<file path="src/hw/aec_pkg.sv">
// Purpose: constants for the converter event and power control block
// Assumes: classic wishbone, 32-bit data, byte addresses
// Notes: offsets are word aligned
package aec_pkg;
  // register byte offsets
  localparam logic [3:0] OFF_STATUS_CONTROL = 4'h0;
  localparam logic [3:0] OFF_RESULT_HIGH = 4'h4;
  localparam logic [3:0] OFF_RESULT_LOW = 4'h8;
  localparam logic [3:0] OFF_MODE = 4'hc;
  // status_control_reg field positions
  localparam int BIT_DONE = 7;
  localparam int BIT_IRQ_EN = 6;
  localparam int BIT_CONT = 5;
  localparam int CH_LSB = 0;
  localparam int CH_W = 5;
  // mode register field positions
  localparam int BIT_ASYNC_CLK = 0;
  localparam int BIT_EXT_CONV = 1;
  // channel code that powers the converter down
  localparam logic [4:0] CH_OFF = 5'h1f;
  // reset values
  localparam logic [4:0] CH_RESET = 5'h1f;
  localparam logic [9:0] RESULT_RESET = 10'h000;
  // conversion time, in ns, and derived cycle count at 125 MHz
  localparam int CONV_TIME_NS = 8000;
  localparam int CLK_PERIOD_NS = 8;
  localparam int CONV_CYCLES = (CONV_TIME_NS + CLK_PERIOD_NS - 1)
    / CLK_PERIOD_NS;
  localparam logic [9:0] CONV_LAST = 10'(CONV_CYCLES - 1);
  // converter control states
  typedef enum logic [1:0] {AEC_IDLE, AEC_CONV} aec_state_e;
endpackage

</file>
<file path="src/hw/aec_ctrl.sv">
// Purpose: event, mode and low-power control around a 10-bit converter
// Assumes: wishbone classic slave, one clock, sync active-high reset
// Notes: the analog core is outside; its result arrives on sar_data_i
//
// Notes on behaviour
// - irq with done flag when enabled
// - done flag sets every conversion end
// - wait mode keeps converting and interrupting
// - low power without all-ones channel
// - stop without async clock aborts
// - restart after stop needs control write
// - results hold through stop abort
// - async clock keeps converting in stop
// - ext mode in stop waits trigger
// - hardware trigger tied inactive
// - break clears allowed when enable set
// - break protects flags when enable clear
// - two-step clear held across break
// - control write or low read clears flag
// - control write restarts unless channel off or held for trigger
// - continuous repeats unless ext mode in stop, single does one
// - result read or control write drops irq
`timescale 1ns/1ns
module aec_ctrl (
  // clock and reset
  input wire logic clk_i,
  input wire logic rst_i,
  // wishbone slave
  input wire logic cyc_i,
  input wire logic stb_i,
  input wire logic we_i,
  input wire logic [3:0] adr_i,
  input wire logic [3:0] sel_i,
  input wire logic [31:0] dat_i,
  output logic [31:0] dat_o,
  output logic ack_o,
  // system state from the integration unit
  input wire logic wait_mode_i,
  input wire logic stop_mode_i,
  input wire logic break_state_i,
  input wire logic break_clear_enable_i,
  // analog core
  input wire logic [9:0] sar_data_i,
  output logic conv_active_o,
  output logic conv_power_o,
  // interrupt request
  output logic irq_o
);
  // synchronisers for outside levels
  logic [1:0] stop_s, brk_s, bce_s, wait_s;
  logic stop_q, brk_q, bce_q, wait_q;
  // register state
  logic conv_irq_enable, next_conv_irq_enable;
  logic continuous_conv_select, next_continuous_conv_select;
  logic [4:0] channel_select, next_channel_select;
  logic conv_done_flag, next_conv_done_flag;
  logic async_clock_enable, next_async_clock_enable;
  logic ext_convert_mode, next_ext_convert_mode;
  logic [9:0] result, next_result;
  logic high_read_pending, next_high_read_pending; // two-step arm
  logic [31:0] next_dat;
  logic next_ack, next_irq;
  // converter sequencer
  aec_pkg::aec_state_e state, next_state;
  logic [9:0] cnt, next_cnt;
  // decoded accesses
  logic acc, wr_sc, rd_lo, rd_hi, clr_ok, conv_end, hw_trig, ext_hold;

  // match an access to a register offset
  function automatic logic hit(input logic [3:0] a, input logic [3:0] o);
    return a == o;
  endfunction

  // hardware trigger has no source here
  assign hw_trig = 1'b0;
  assign acc = cyc_i && stb_i && !ack_o;
  assign wr_sc = acc && we_i && sel_i[0]
    && hit(adr_i, aec_pkg::OFF_STATUS_CONTROL);
  assign rd_lo = acc && !we_i && hit(adr_i, aec_pkg::OFF_RESULT_LOW);
  assign rd_hi = acc && !we_i && hit(adr_i, aec_pkg::OFF_RESULT_HIGH);
  // software clears only outside break, or with break clears allowed
  assign clr_ok = !brk_q || bce_q;
  assign conv_end = (state == aec_pkg::AEC_CONV)
    && (cnt == aec_pkg::CONV_LAST);
  // async clock plus ext mode in stop: only the trigger may start
  assign ext_hold = stop_q && async_clock_enable && ext_convert_mode;

  // two-stage synchronisers
  always_ff @(posedge clk_i) begin
    if (rst_i) begin
      stop_s <= 2'h0;
      brk_s <= 2'h0;
      bce_s <= 2'h0;
      wait_s <= 2'h0;
    end else begin
      stop_s <= {stop_s[0], stop_mode_i};
      brk_s <= {brk_s[0], break_state_i};
      bce_s <= {bce_s[0], break_clear_enable_i};
      wait_s <= {wait_s[0], wait_mode_i};
    end
  end
  assign stop_q = stop_s[1];
  assign brk_q = brk_s[1];
  assign bce_q = bce_s[1];
  assign wait_q = wait_s[1];

  // register and flag next values
  always_comb begin
    next_conv_irq_enable = conv_irq_enable;
    next_continuous_conv_select = continuous_conv_select;
    next_channel_select = channel_select;
    next_async_clock_enable = async_clock_enable;
    next_ext_convert_mode = ext_convert_mode;
    next_conv_done_flag = conv_done_flag;
    next_high_read_pending = high_read_pending;
    next_result = result;
    // control write fields
    if (wr_sc) begin
      next_conv_irq_enable = dat_i[aec_pkg::BIT_IRQ_EN];
      next_continuous_conv_select = dat_i[aec_pkg::BIT_CONT];
      next_channel_select = dat_i[aec_pkg::CH_LSB +: aec_pkg::CH_W];
    end
    // mode register write
    if (acc && we_i && sel_i[0] && hit(adr_i, aec_pkg::OFF_MODE)) begin
      next_async_clock_enable = dat_i[aec_pkg::BIT_ASYNC_CLK];
      next_ext_convert_mode = dat_i[aec_pkg::BIT_EXT_CONV];
    end
    // first step of the two-step clear, held during protected break
    if (rd_hi && clr_ok) begin
      next_high_read_pending = 1'b1;
    end
    // software clears of the done flag
    if (clr_ok && (wr_sc || rd_lo)) begin
      next_conv_done_flag = 1'b0;
      next_high_read_pending = 1'b0;
    end
    // completion sets flag whatever the enable; set wins
    if (conv_end) begin
      next_conv_done_flag = 1'b1;
      next_result = sar_data_i;
    end
  end

  // converter sequencer next values
  always_comb begin
    next_state = state;
    next_cnt = cnt;
    case (state)
      aec_pkg::AEC_IDLE: begin
        // control write starts unless channel off or held for a trigger
        if (wr_sc && !ext_hold && dat_i[aec_pkg::CH_LSB +: aec_pkg::CH_W]
            != aec_pkg::CH_OFF) begin
          next_state = aec_pkg::AEC_CONV;
          next_cnt = 10'h000;
        end else if (stop_q && async_clock_enable && ext_convert_mode
            && hw_trig && channel_select != aec_pkg::CH_OFF) begin
          next_state = aec_pkg::AEC_CONV;
          next_cnt = 10'h000;
        end
      end
      aec_pkg::AEC_CONV: begin
        next_cnt = cnt + 10'h001;
        if (stop_q && !async_clock_enable) begin
          next_state = aec_pkg::AEC_IDLE;
          next_cnt = 10'h000;
        end else if (wr_sc) begin
          // abort and restart, or power down on all ones or when held for a trigger
          next_cnt = 10'h000;
          if (ext_hold
              || dat_i[aec_pkg::CH_LSB +: aec_pkg::CH_W] == aec_pkg::CH_OFF)
            next_state = aec_pkg::AEC_IDLE;
        end else if (conv_end) begin
          next_cnt = 10'h000;
          // continuous repeats unless ext mode in stop; single powers down
          if (!continuous_conv_select || (stop_q && ext_convert_mode))
            next_state = aec_pkg::AEC_IDLE;
        end
        // wait mode and async stop just keep running
      end
      default: begin
        next_state = aec_pkg::AEC_IDLE;
        next_cnt = 10'h000;
      end
    endcase
  end

  // bus answer and interrupt next values
  always_comb begin
    next_ack = acc;
    next_dat = 32'h0000_0000;
    if (acc && !we_i) begin
      case (adr_i)
        aec_pkg::OFF_STATUS_CONTROL:
          next_dat = {24'h000000, conv_done_flag, conv_irq_enable,
            continuous_conv_select, channel_select};
        aec_pkg::OFF_RESULT_HIGH: next_dat = {30'h0, result[9:8]};
        aec_pkg::OFF_RESULT_LOW: next_dat = {24'h000000, result[7:0]};
        aec_pkg::OFF_MODE:
          next_dat = {30'h0, ext_convert_mode, async_clock_enable};
        default: next_dat = 32'h0000_0000;
      endcase
    end
    next_irq = irq_o;
    // drop on result read or control write
    if (clr_ok && (wr_sc || rd_lo || rd_hi))
      next_irq = 1'b0;
    // raise with the flag when enabled
    if (conv_end && conv_irq_enable)
      next_irq = 1'b1;
  end

  // register everything
  always_ff @(posedge clk_i) begin
    if (rst_i) begin
      conv_irq_enable <= 1'b0;
      continuous_conv_select <= 1'b0;
      channel_select <= aec_pkg::CH_RESET;
      async_clock_enable <= 1'b0;
      ext_convert_mode <= 1'b0;
      conv_done_flag <= 1'b0;
      high_read_pending <= 1'b0;
      result <= aec_pkg::RESULT_RESET;
      state <= aec_pkg::AEC_IDLE;
      cnt <= 10'h000;
      ack_o <= 1'b0;
      dat_o <= 32'h0000_0000;
      irq_o <= 1'b0;
      conv_active_o <= 1'b0;
      conv_power_o <= 1'b0;
    end else begin
      conv_irq_enable <= next_conv_irq_enable;
      continuous_conv_select <= next_continuous_conv_select;
      channel_select <= next_channel_select;
      async_clock_enable <= next_async_clock_enable;
      ext_convert_mode <= next_ext_convert_mode;
      conv_done_flag <= next_conv_done_flag;
      high_read_pending <= next_high_read_pending;
      result <= next_result;
      state <= next_state;
      cnt <= next_cnt;
      ack_o <= next_ack;
      dat_o <= next_dat;
      irq_o <= next_irq;
      conv_active_o <= next_state == aec_pkg::AEC_CONV;
      conv_power_o <= next_state == aec_pkg::AEC_CONV;
    end
  end

  // flag rises exactly one cycle after a conversion end
  AST_DONE_SET: assert property (@(posedge clk_i)
    disable iff (rst_i) conv_end |=> conv_done_flag)
    else $error("done flag missed");
  // interrupt rises together with the flag when enabled
  AST_IRQ_SET: assert property (@(posedge clk_i)
    disable iff (rst_i) conv_end && conv_irq_enable
    |=> irq_o && conv_done_flag)
    else $error("irq missed");
  // single mode powers down after its conversion
  AST_SINGLE_OFF: assert property (@(posedge clk_i)
    disable iff (rst_i) conv_end && !continuous_conv_select && !wr_sc
    |=> state == aec_pkg::AEC_IDLE)
    else $error("single did not stop");
  // stop without the async clock aborts at once
  AST_STOP_ABORT: assert property (@(posedge clk_i)
    disable iff (rst_i) stop_q && !async_clock_enable
    && state == aec_pkg::AEC_CONV |=> state == aec_pkg::AEC_IDLE)
    else $error("no abort");
  // without the async clock only a control write starts
  AST_NO_SELF_RESTART: assert property (@(posedge clk_i)
    disable iff (rst_i) state == aec_pkg::AEC_IDLE && !wr_sc
    && !async_clock_enable |=> state == aec_pkg::AEC_IDLE)
    else $error("self restart");
  // result changes only at a conversion end
  AST_RESULT_HOLD: assert property (@(posedge clk_i)
    disable iff (rst_i) !conv_end |=> $stable(result))
    else $error("result changed");
  // protected break keeps the flag
  AST_BREAK_PROTECT: assert property (@(posedge clk_i)
    disable iff (rst_i) brk_q && !bce_q && conv_done_flag && !conv_end
    |=> conv_done_flag)
    else $error("flag cleared in break");
  // control write clears the flag when clears are allowed
  AST_WRITE_CLEAR: assert property (@(posedge clk_i)
    disable iff (rst_i) wr_sc && clr_ok && !conv_end
    |=> !conv_done_flag ##1 !ack_o)
    else $error("write did not clear");
  // continuous mode goes straight into the next conversion
  AST_CONT_RUN: assert property (@(posedge clk_i)
    disable iff (rst_i) conv_end && continuous_conv_select && !stop_q
    && !wr_sc |=> state == aec_pkg::AEC_CONV && cnt == 10'h000)
    else $error("continuous stopped");
  // low result read drops the request
  AST_IRQ_DROP: assert property (@(posedge clk_i)
    disable iff (rst_i) rd_lo && clr_ok && !conv_end |=> !irq_o)
    else $error("irq kept");
  // low read clears the flag when clears are allowed and no conversion ends
  AST_LOW_READ_CLEAR: assert property (@(posedge clk_i)
    disable iff (rst_i) rd_lo && clr_ok && !conv_end |=> !conv_done_flag)
    else $error("read did not clear");
  // wait mode never ends a running conversion early
  AST_WAIT_RUN: assert property (@(posedge clk_i)
    disable iff (rst_i) wait_q && state == aec_pkg::AEC_CONV && !conv_end
    && !wr_sc && !stop_q |=> state == aec_pkg::AEC_CONV)
    else $error("wait stopped a conversion");
  // ext mode in stop stays powered down until the trigger
  AST_EXT_HOLD: assert property (@(posedge clk_i)
    disable iff (rst_i) state == aec_pkg::AEC_IDLE && ext_hold && !hw_trig
    |=> state == aec_pkg::AEC_IDLE)
    else $error("ext mode started without trigger");
  // an armed high read survives a protected break
  AST_TWO_STEP: assert property (@(posedge clk_i)
    disable iff (rst_i) high_read_pending && !clr_ok |=> high_read_pending)
    else $error("two-step arm lost");
  // an all-ones channel write leaves the converter off
  AST_CH_OFF_IDLE: assert property (@(posedge clk_i)
    disable iff (rst_i) wr_sc
    && dat_i[aec_pkg::CH_LSB +: aec_pkg::CH_W] == aec_pkg::CH_OFF
    |=> state == aec_pkg::AEC_IDLE)
    else $error("channel off still converting");
endmodule // aec_ctrl

</file>
<file path="config.mk">
export PLATFORM = sky130hd
export DESIGN_NAME = aec_ctrl
export DESIGN_NICKNAME = d
export VERILOG_FILES = /design/src/hw/aec_pkg.sv /design/src/hw/aec_ctrl.sv
export SDC_FILE = /design/constraint.sdc
export NUM_CORES = 1
export LEC_CHECK = 0
export BUFFER_PORTS_ARGS = -buffer_cell sky130_fd_sc_hd__buf_4
export CAP_MARGIN = 10
export CORE_MARGIN = 3
export CORE_UTILIZATION = 43
export DETAILED_ROUTE_END_ITERATION = 8
export PLACE_DENSITY = 0.76
export SLEW_MARGIN = 20
export SYNTH_ARGS = -nofsm -noshare
export SYNTH_HDL_FRONTEND = slang
export SYNTH_SLANG_ARGS = --single-unit
</file>
<file path="constraint.sdc">
create_clock -name clk_i -period 1.9 [get_ports clk_i]
set_input_delay 0.19 -clock clk_i [delete_from_list [all_inputs] [get_ports clk_i]]
set_output_delay 0.19 -clock clk_i [all_outputs]
set_load 0.03 [all_outputs]
</file>
### Word-level counts from Yosys, hierarchy flattened

Index checks and enable logic that the tools add are counted.

| word-level totals | value |
|---|---|
| register bits after elaboration | 73 |
| input port bits | 59 |

| operators by class | value |
|---|---|
| muxes and demuxes | 17 |
| add/sub/neg operators | 1 |
| equality and inequality tests | 9 |
| bitwise gates (word level) | 1 |
| reduce and logical (&&, ||, !) cells | 35 |

Operators with widths:

| operator | number |
|---|---|
| two-way mux 10 bit | 4 |
| case mux 8 bit (4 select lines) | 1 |
| case mux 10 bit (2 select lines) | 1 |
| logical AND 1 bit | 19 |
| two-way mux 2 bit | 6 |
| adder 10 x 1 -> 10 bit (second input constant) | 1 |
| equality test 10 bit (second input constant) | 1 |
| equality test 4 bit (second input constant) | 2 |
| zero test 1 bit | 6 |
| equality test 5 bit (second input constant) | 1 |
| logical OR 1 bit | 5 |
| inequality test 5 bit (second input constant) | 1 |
| equality test 2 x 1 -> 1 bit (second input constant) | 2 |
| equality test 4 x 3 -> 1 bit (second input constant) | 1 |
| zero test 4 bit | 1 |
| two-way mux 1 bit | 4 |
| case mux 2 bit (2 select lines) | 1 |
| nonzero test 2 bit | 2 |
| zero test 2 bit | 1 |
| inequality test 2 bit (second input constant) | 1 |
| OR reduction 2 bit | 1 |
| NOT 1 bit | 1 |

### Logic depth before layout (Yosys ltp)

Gate-level depths: netlist (run 1).

| logic depth | value |
|---|---|
| word-level depth | 10 |
| mapped depth | 7 |
| gate-level depth less buffers | 6 |

### Worst setup path after synthesis (run 1)

OpenSTA, ideal clock, no wires.

| timing | value |
|---|---|
| path type | reg2reg |
| start | reg ack_o |
| end | reg dat_o[2] |
| setup time | 0.065 ns |
| stages on the path, launching flop included | 7 |
| path buffers | 1 |
| clock period less this slack | 1.930 ns |
| path slack | -0.030 ns |
| arrival | 1.865 ns |
| cell sequence | dfxtp_1 nand3b_4 or3_4 or3_1 or4_1 buf_2 nor2_1 |

| on the way | value |
|---|---|
| word-level cells in the longest chain between the ends | 5 |

RTL lines:

| element | line | text |
|---|---|---|
| start: declaration | aec_ctrl.sv:36 | `output logic ack_o,` |
| start signal: assignment | aec_ctrl.sv:241 | `ack_o <= next_ack;` |
| zero test 1 bit | aec_ctrl.sv:76 | `assign acc = cyc_i && stb_i && !ack_o;` |
| logical AND 1 bit | aec_ctrl.sv:76 |  |
| logical AND 1 bit | aec_ctrl.sv:191 | `if (acc && !we_i) begin` |
| NOT 1 bit (no line) | n/a |  |
| OR reduction 2 bit (no line) | n/a |  |
| end signal: assignment | aec_ctrl.sv:242 | `dat_o <= next_dat;` |
| end: declaration | aec_ctrl.sv:35 | `output logic [31:0] dat_o,` |

Every way passes these cells.
A chain may end at the register's enable or synchronous reset.

### Worst setup path after layout (run 1)

| timing | value |
|---|---|
| start | reg stop_s[1] |
| end | reg cnt[7] |

| on the way | value |
|---|---|
| word-level cells in the longest chain between the ends | 6 |
| elaborated cells between the ends (all ways) | 9 |
| classes of those cells | eq/ne (1); mux (2); reduce/logical (6) |

RTL lines:

| element | line | text |
|---|---|---|
| start: declaration | aec_ctrl.sv:50 | `logic [1:0] stop_s, brk_s, bce_s, wait_s;` |
| start signal: assignment | aec_ctrl.sv:96 | `stop_s <= {stop_s[0], stop_mode_i};` |
| logical AND 1 bit (2 in series) | n/a |  |
| zero test 1 bit | aec_ctrl.sv:151 | `if (wr_sc && !ext_hold && dat_i[aec_pkg::CH_LSB +: aec_pkg::CH_W]` |
| logical AND 1 bit (2 in series) | aec_ctrl.sv:151 |  |
| inequality test 2 bit (no line) | n/a |  |
| end signal: assignment | aec_ctrl.sv:240 | `cnt <= next_cnt;` |
| end: declaration | aec_ctrl.sv:65 | `logic [9:0] cnt, next_cnt;` |

Several ways; a longest one is shown, not always the timed one.

==> results of run 1 <==
## where the power goes
| part | total [mW] | leakage [nW] | switching [mW] | internal, mW |
|---|---|---|---|---|
| registers | 1.04 | 0.397 | 0.00403 | 1.03 |
| clock network | 0.611 | 0.0481 | 0.350 | 0.261 |
| logic | 0.189 | 0.710 | 0.120 | 0.0694 |
## kinds of logic after synthesis
family          synth area share
compound gates             0.132
fa+ha+maj                0.00564
buf+inv                    0.113
flops                      0.442
mux                       0.0699
other cells              0.00169
simple gates               0.236
## how the worst min path moves through the flow
stage                               from        end  slack, ns  cells past startpoint
finish                       stop_mode_i  stop_s[0]        0.1                      2
global route                 stop_mode_i  stop_s[0]       0.09                      2
CTS                          stop_mode_i  stop_s[0]        0.1                      2
detailed placement           stop_mode_i  stop_s[0]       0.41                      2
global placement             stop_mode_i  stop_s[0]       0.41                      2
floorplan           break_clear_enable_i   bce_s[0]       0.32                      1
## stage by stage
step / setup TNS, ns / instance area (um2) / instances / power [mW]
after floorplan: 0 / 2310 / 274 / 1.21
after global placement: -0.0423 / 2630 / 367 / 1.25
after detailed placement: -0.00867 / 2630 / 367 / 1.25
after CTS: 0 / 2720 / 375 / 1.86
after global routing: -0.0390 / 2760 / 376 / 1.91
final: 0 / 2760 / 376 / 1.84
## cells in the final DEF (no fill, tap or decap), types with 3 or more instances in the layout
cell / synthesis / layout
conb_1: 1 / 25
a211oi_1: 3 / 3
nor2_1: 24 / 23
a31oi_1: 6 / 6
nand2_1: 34 / 34
mux2i_1: 11 / 11
dfxtp_1: 49 / 48
clkbuf_8: 0 / 5
buf_4: 25 / 62
a21oi_1: 18 / 18
nor2b_1: 9 / 9
inv_1: 6 / 6
a211o_1: 5 / 5
and3_1: 3 / 3
nand3_1: 9 / 9
## critical path, cell delays in order (launching register included)
cell,delay (ns)
dfxtp_1,0.33
nor2b_1,0.16
or3b_2,0.49
nor3b_4,0.26
or3b_1,0.37
a31oi_1,0.15
## what timing repair did
action	CTS	global route
pin swaps	0	3
resized for setup	2	6
setup endpoints to repair	7	21
buffers inserted	0	1
## metal layers
| metal | GRT usage | vias up |
|---|---|---|
| met4 | 0.0676 | 0 |
| met5 | 0 | - |
| met3 | 0.0394 | 12 |
| met1 | 0.184 | 822 |
| li1 | - | 936 |
| met2 | 0.265 | 58 |
## cell type report
cell class              instances  area, um2
well taps                      67       83.8
multi-input cells             184       1110
repair buffers                 62        465
fillers                       455       2090
clock inverters                 3       22.5
inverters                       6       22.5
flip-flops and latches         49        982
clock buffers                   5       68.8
## flip-flops by register name, indices dropped and copies added, names as in the netlist
name and cells:
dat_o 8, ext_convert_mode 1, result 10, conv_irq_enable 1, bce_s 2, stop_s 2, conv_done_flag 1, irq_o 1
state 2, brk_s 2, conv_power_o 1, channel_select 5, async_clock_enable 1, ack_o 1, continuous_conv_select 1, cnt 10
==> reports/qor.yml, run 1 <==
worst_slack_ns: 0.0718
fin_crit_ns: 1.83
powerDensity_nw_per_um2: 667
outcome: "finished clean"
detail_route.wl_per_cell_um: 12.7
hold_viol_final: 0
htreeDepth: 2
synthTopCellsByCount: "49 x dfxtp_1, 34 x nand2_1, 25 x buf_4, 24 x nor2_1, 18 x a21oi_1"
start_util: 0.458
gp_congestion: 0.770
p_leak_nw: 1.16
yosysWarnings: 0
r2r_cells: 5
synth-edff-count: 0
worstSetupPathType: "reg2reg"
cp-endpoint: "cnt[7]"
viasPerCell: 4.86
antenna_found_initial: 0
endpoint_kind: "flop"
cp.required_ns: 2.14
io_pins: 95
cts_max_path_buffers: 2
drv_cap: 0
fin_nets: 368
syn_inst: 250
path_clk_slew_ns: 0.09
syn_to_final_growth_pct: 24.4
reg2reg_slack_ns: 0.07
drc: 0
cts_root_buf: "clkbuf_8"
cts_buffers: 5
dpl_worst_slack_ns: -0.00567
hold_path.class: "in2reg"
rsz0062_at_grt: "true"
rr_startpoint: "stop_s[1]"
grt_pass1_vias: 1670
synth_area_leaders: "dfxtp_1 44%, buf_4 8.5%, nand2_1 5.7%, mux2i_1 5.0%, a21oi_1 4.1%"
fin_skew_ns: 0.0104
routed_wirelength_mm: 4.78
drt-met1-wl_mm: 2.02
dr.pass1.iters: 4
fin_util: 0.569
die_h_um: 77.8
fin_crit_sh: 0.962
avgSynthCellArea_um2: 8.88
fmax_ghz: 0.547
critPathLaunch: "stop_s[1]"
grt_util_all_layers: 0.155
fp.dieW_um: 77.8
grt_pass1_wl_mm: 7.49
netlist_area_um2: 2220
antenna_cells: 0
slew_viol_final: 0
vias: 1828
io_buffers: 41
cts_tree: "built"
wl_met2_mm: 2.41
synth_ff_type: "dfxtp_1"
fp.coreArea_um2: 4850
crit_fanout: 4
synth_top_area_share: 0.442
ant_nets: 0
ir_worst_vdd_uv: 514
cts.sinks: 49
start_kind: "flop"
ys_async_sr_fraction: 0
seq_area_frac_synth: 0.442
worstSkewPairLatency_ns: 0.30
grt.overflow.total: 0
met3WireLength_um: 254
synth.distinct_cells: 44
dp_hpwl_mm: 3.54
grt_max_degree: 41
die_area_um2: 6060
holdBufCountCts: 0
routed.top_layer: "met4"
drive_above_1_share: 0.278
hold_ws_ns: 0.0994
drtIter0Drc: 65
synth_most_common_cell: "dfxtp_1"
synth_largest_area_cell: "dfxtp_1"
ys_ff_latch: 49
final-setup-viol-count: 0
rows: 25
cp.arrival_ns: 2.07
reg2reg_to: "cnt[7]"
(Power assumes the default switching activity.)
==> inputs of run 2 (changes only) <==
- HOLD_SLACK_MARGIN: unset -> 0.12
==> run 2 against run 1 <==
Effect of this change:
- global-route usage increased by 0.22 points
- sequential power about the same
- worst setup slack got worse by 0.0064 ns
- clock skew decreased by 0.00051 ns
==> reports/qor.yml, run 2 (synthesis gave the netlist of run 1 again) <==
outcome: "finished clean"
holdCritStartpoint: "break_clear_enable_i"
fmax_ghz: 0.545  # -0.35%
ir_worst_vdd_uv: 513  # -0.20%
grt_util_all_layers: 0.158  # +0.00220
start_util: 0.458  # unchanged
drive_above_1_share: 0.274  # -0.00443
crit_chain: "nor2b_1 -> or3b_2 -> nor3b_4 -> or3b_1 -> a31oi_1"
fin_util: 0.580  # +0.0103
viasPerCell: 4.83  # -0.56%
fin_skew_ns: 0.00994  # -0.000511 ns
htreeDepth: 2  # unchanged
hold_path.class: "in2reg"
cts_root_buf: "clkbuf_8"
powerDensity_nw_per_um2: 656  # -1.6%
drv_cap: 0  # unchanged
ant_nets: 0  # unchanged
fin_crit_sh: 0.966  # +0.00338
reg2reg_slack_ns: 0.07  # about the same
cp.required_ns: 2.14  # about the same
dr.pass1.iters: 4  # unchanged
fp.coreArea_um2: 4850  # unchanged
grt_pass1_vias: 1682  # +0.72%
fin_nets: 373  # +1.4%
cts_buffers: 5  # unchanged
dpl_worst_slack_ns: -0.00567  # unchanged
drc: 0  # unchanged
detail_route.wl_per_cell_um: 12.6  # -0.57%
rsz0062_at_grt: "true"
cp.arrival_ns: 2.07  # about the same
grt.overflow.total: 0  # unchanged
vias: 1842  # +0.77%
p_leak_nw: 1.18  # +1.8%
rows: 25  # unchanged
cp_slowest_stage_delay_ns: 0.49  # about the same
grt_max_degree: 41  # unchanged
crit_fanout: 4  # unchanged
stdcell_area_um2: 2810  # +1.8%
cts_tree: "built"
worstSetupPathType: "reg2reg"
grt_pass1_wl_mm: 7.59  # +1.4%
dp_hpwl_mm: 3.54  # unchanged
start_kind: "flop"
num-fill-cells: 451  # -0.88%
io_buffers: 41  # unchanged
hold_viol_final: 0  # unchanged
rr_startpoint: "stop_s[1]"
post_dp_cell_area_um2: 2630  # unchanged
syn_to_final_growth_pct: 26.6
path_clk_slew_ns: 0.09  # about the same
multi_input_area_um2: 1110  # unchanged
cts_max_path_buffers: 2  # unchanged
path_buf_inv: 0  # unchanged
fin_crit_ns: 1.83  # +0.00642 ns
seq_area_um2: 982  # unchanged
cts.sinks: 49  # unchanged
worst_slack_ns: 0.0654  # -0.00642 ns
endpoint_kind: "flop"
worstSkewPairLatency_ns: 0.30  # about the same
gp_congestion: 0.770  # unchanged
final.setup.tns_ns: 0  # unchanged
routed_wirelength_mm: 4.82  # +0.75%
antenna_found_initial: 0  # unchanged
fp.dieW_um: 77.8  # unchanged
slew_viol_final: 0  # unchanged
final_cell_mix: "62 x buf_4, 48 x dfxtp_1, 34 x nand2_1"
die_area_um2: 6060  # unchanged
p_total_mw: 1.84  # +0.23%
antenna_cells: 0  # unchanged
final_common_cell: "buf_4"
top_regs: "cnt x10, result x10, dat_o x8"
critPathLaunch: "stop_s[1]"
io_pins: 95  # unchanged
cp_slowest_cell: "or3b_2"
die_h_um: 77.8  # unchanged
cp_top_family: "simple AND/OR/NAND/NOR gates"
drtIter0Drc: 87  # +34%
final-setup-viol-count: 0  # unchanged
## run 2: cell count changes in the layout (fill, tap and decap cells not counted)
cell / before / now
dlygate4sd3_1: 0 / 5
## run 2: what timing repair did
| item | CTS | global route |
|---|---|---|
| endpoints found under the setup margin | 7 | 21 |
| hold buffers | 4 | 1 |
| hold endpoints to repair | 4 | 1 |
| setup buffers | 0 | 1 |
| gates resized for setup | 2 | 6 |
| pin swaps | 0 | 3 |
## run 2: where the power goes
group          total, mW  internal (mW)  switching, mW
logic              0.198         0.0760          0.122
clock network      0.607          0.261          0.346
registers           1.04           1.03        0.00409
## run 2: worst register-to-register path, stage by stage (launching register included)
cell and delay, ns:
dfxtp_1 0.33, nor2b_1 0.16, or3b_2 0.49, nor3b_4 0.26, or3b_1 0.37, a31oi_1 0.15
## run 2: cell type report
class | count | area share
clock buffers | 5 | 0.0245
clock inverters | 3 | 0.00801
inverters | 6 | 0.00801
multi-input cells | 184 | 0.397
flip-flops and latches | 49 | 0.350
well taps | 67 | 0.0298
repair buffers | 67 | 0.183
## run 2: final timing paths
check                   end  cells past startpoint
setup / recovery     cnt[7]                      5
hold / removal     bce_s[0]                      2
setup reg to reg     cnt[7]                      5
hold reg to reg   stop_s[1]                      1
## run 2: through the flow
| stage | hold WS, ns | std cells |
|---|---|---|
| 3_3_place_gp | 0.405 | 367 |
| 3_5_place_dp | 0.411 | 367 |
| 5_1_grt | 0.131 | 381 |
| 6_report | 0.130 | 381 |
| 4_1_cts | 0.122 | 379 |
| 2_1_floorplan | 0.318 | 274 |
## run 2: routing by layer
| layer | GRT usage | share of wire |
|---|---|---|
| met3 | 0.0394 | 0.051 |
| met2 | 0.275 | 0.51 |
| met5 | 0 | 0 |
| met1 | 0.184 | 0.42 |
| met4 | 0.0623 | 0.014 |
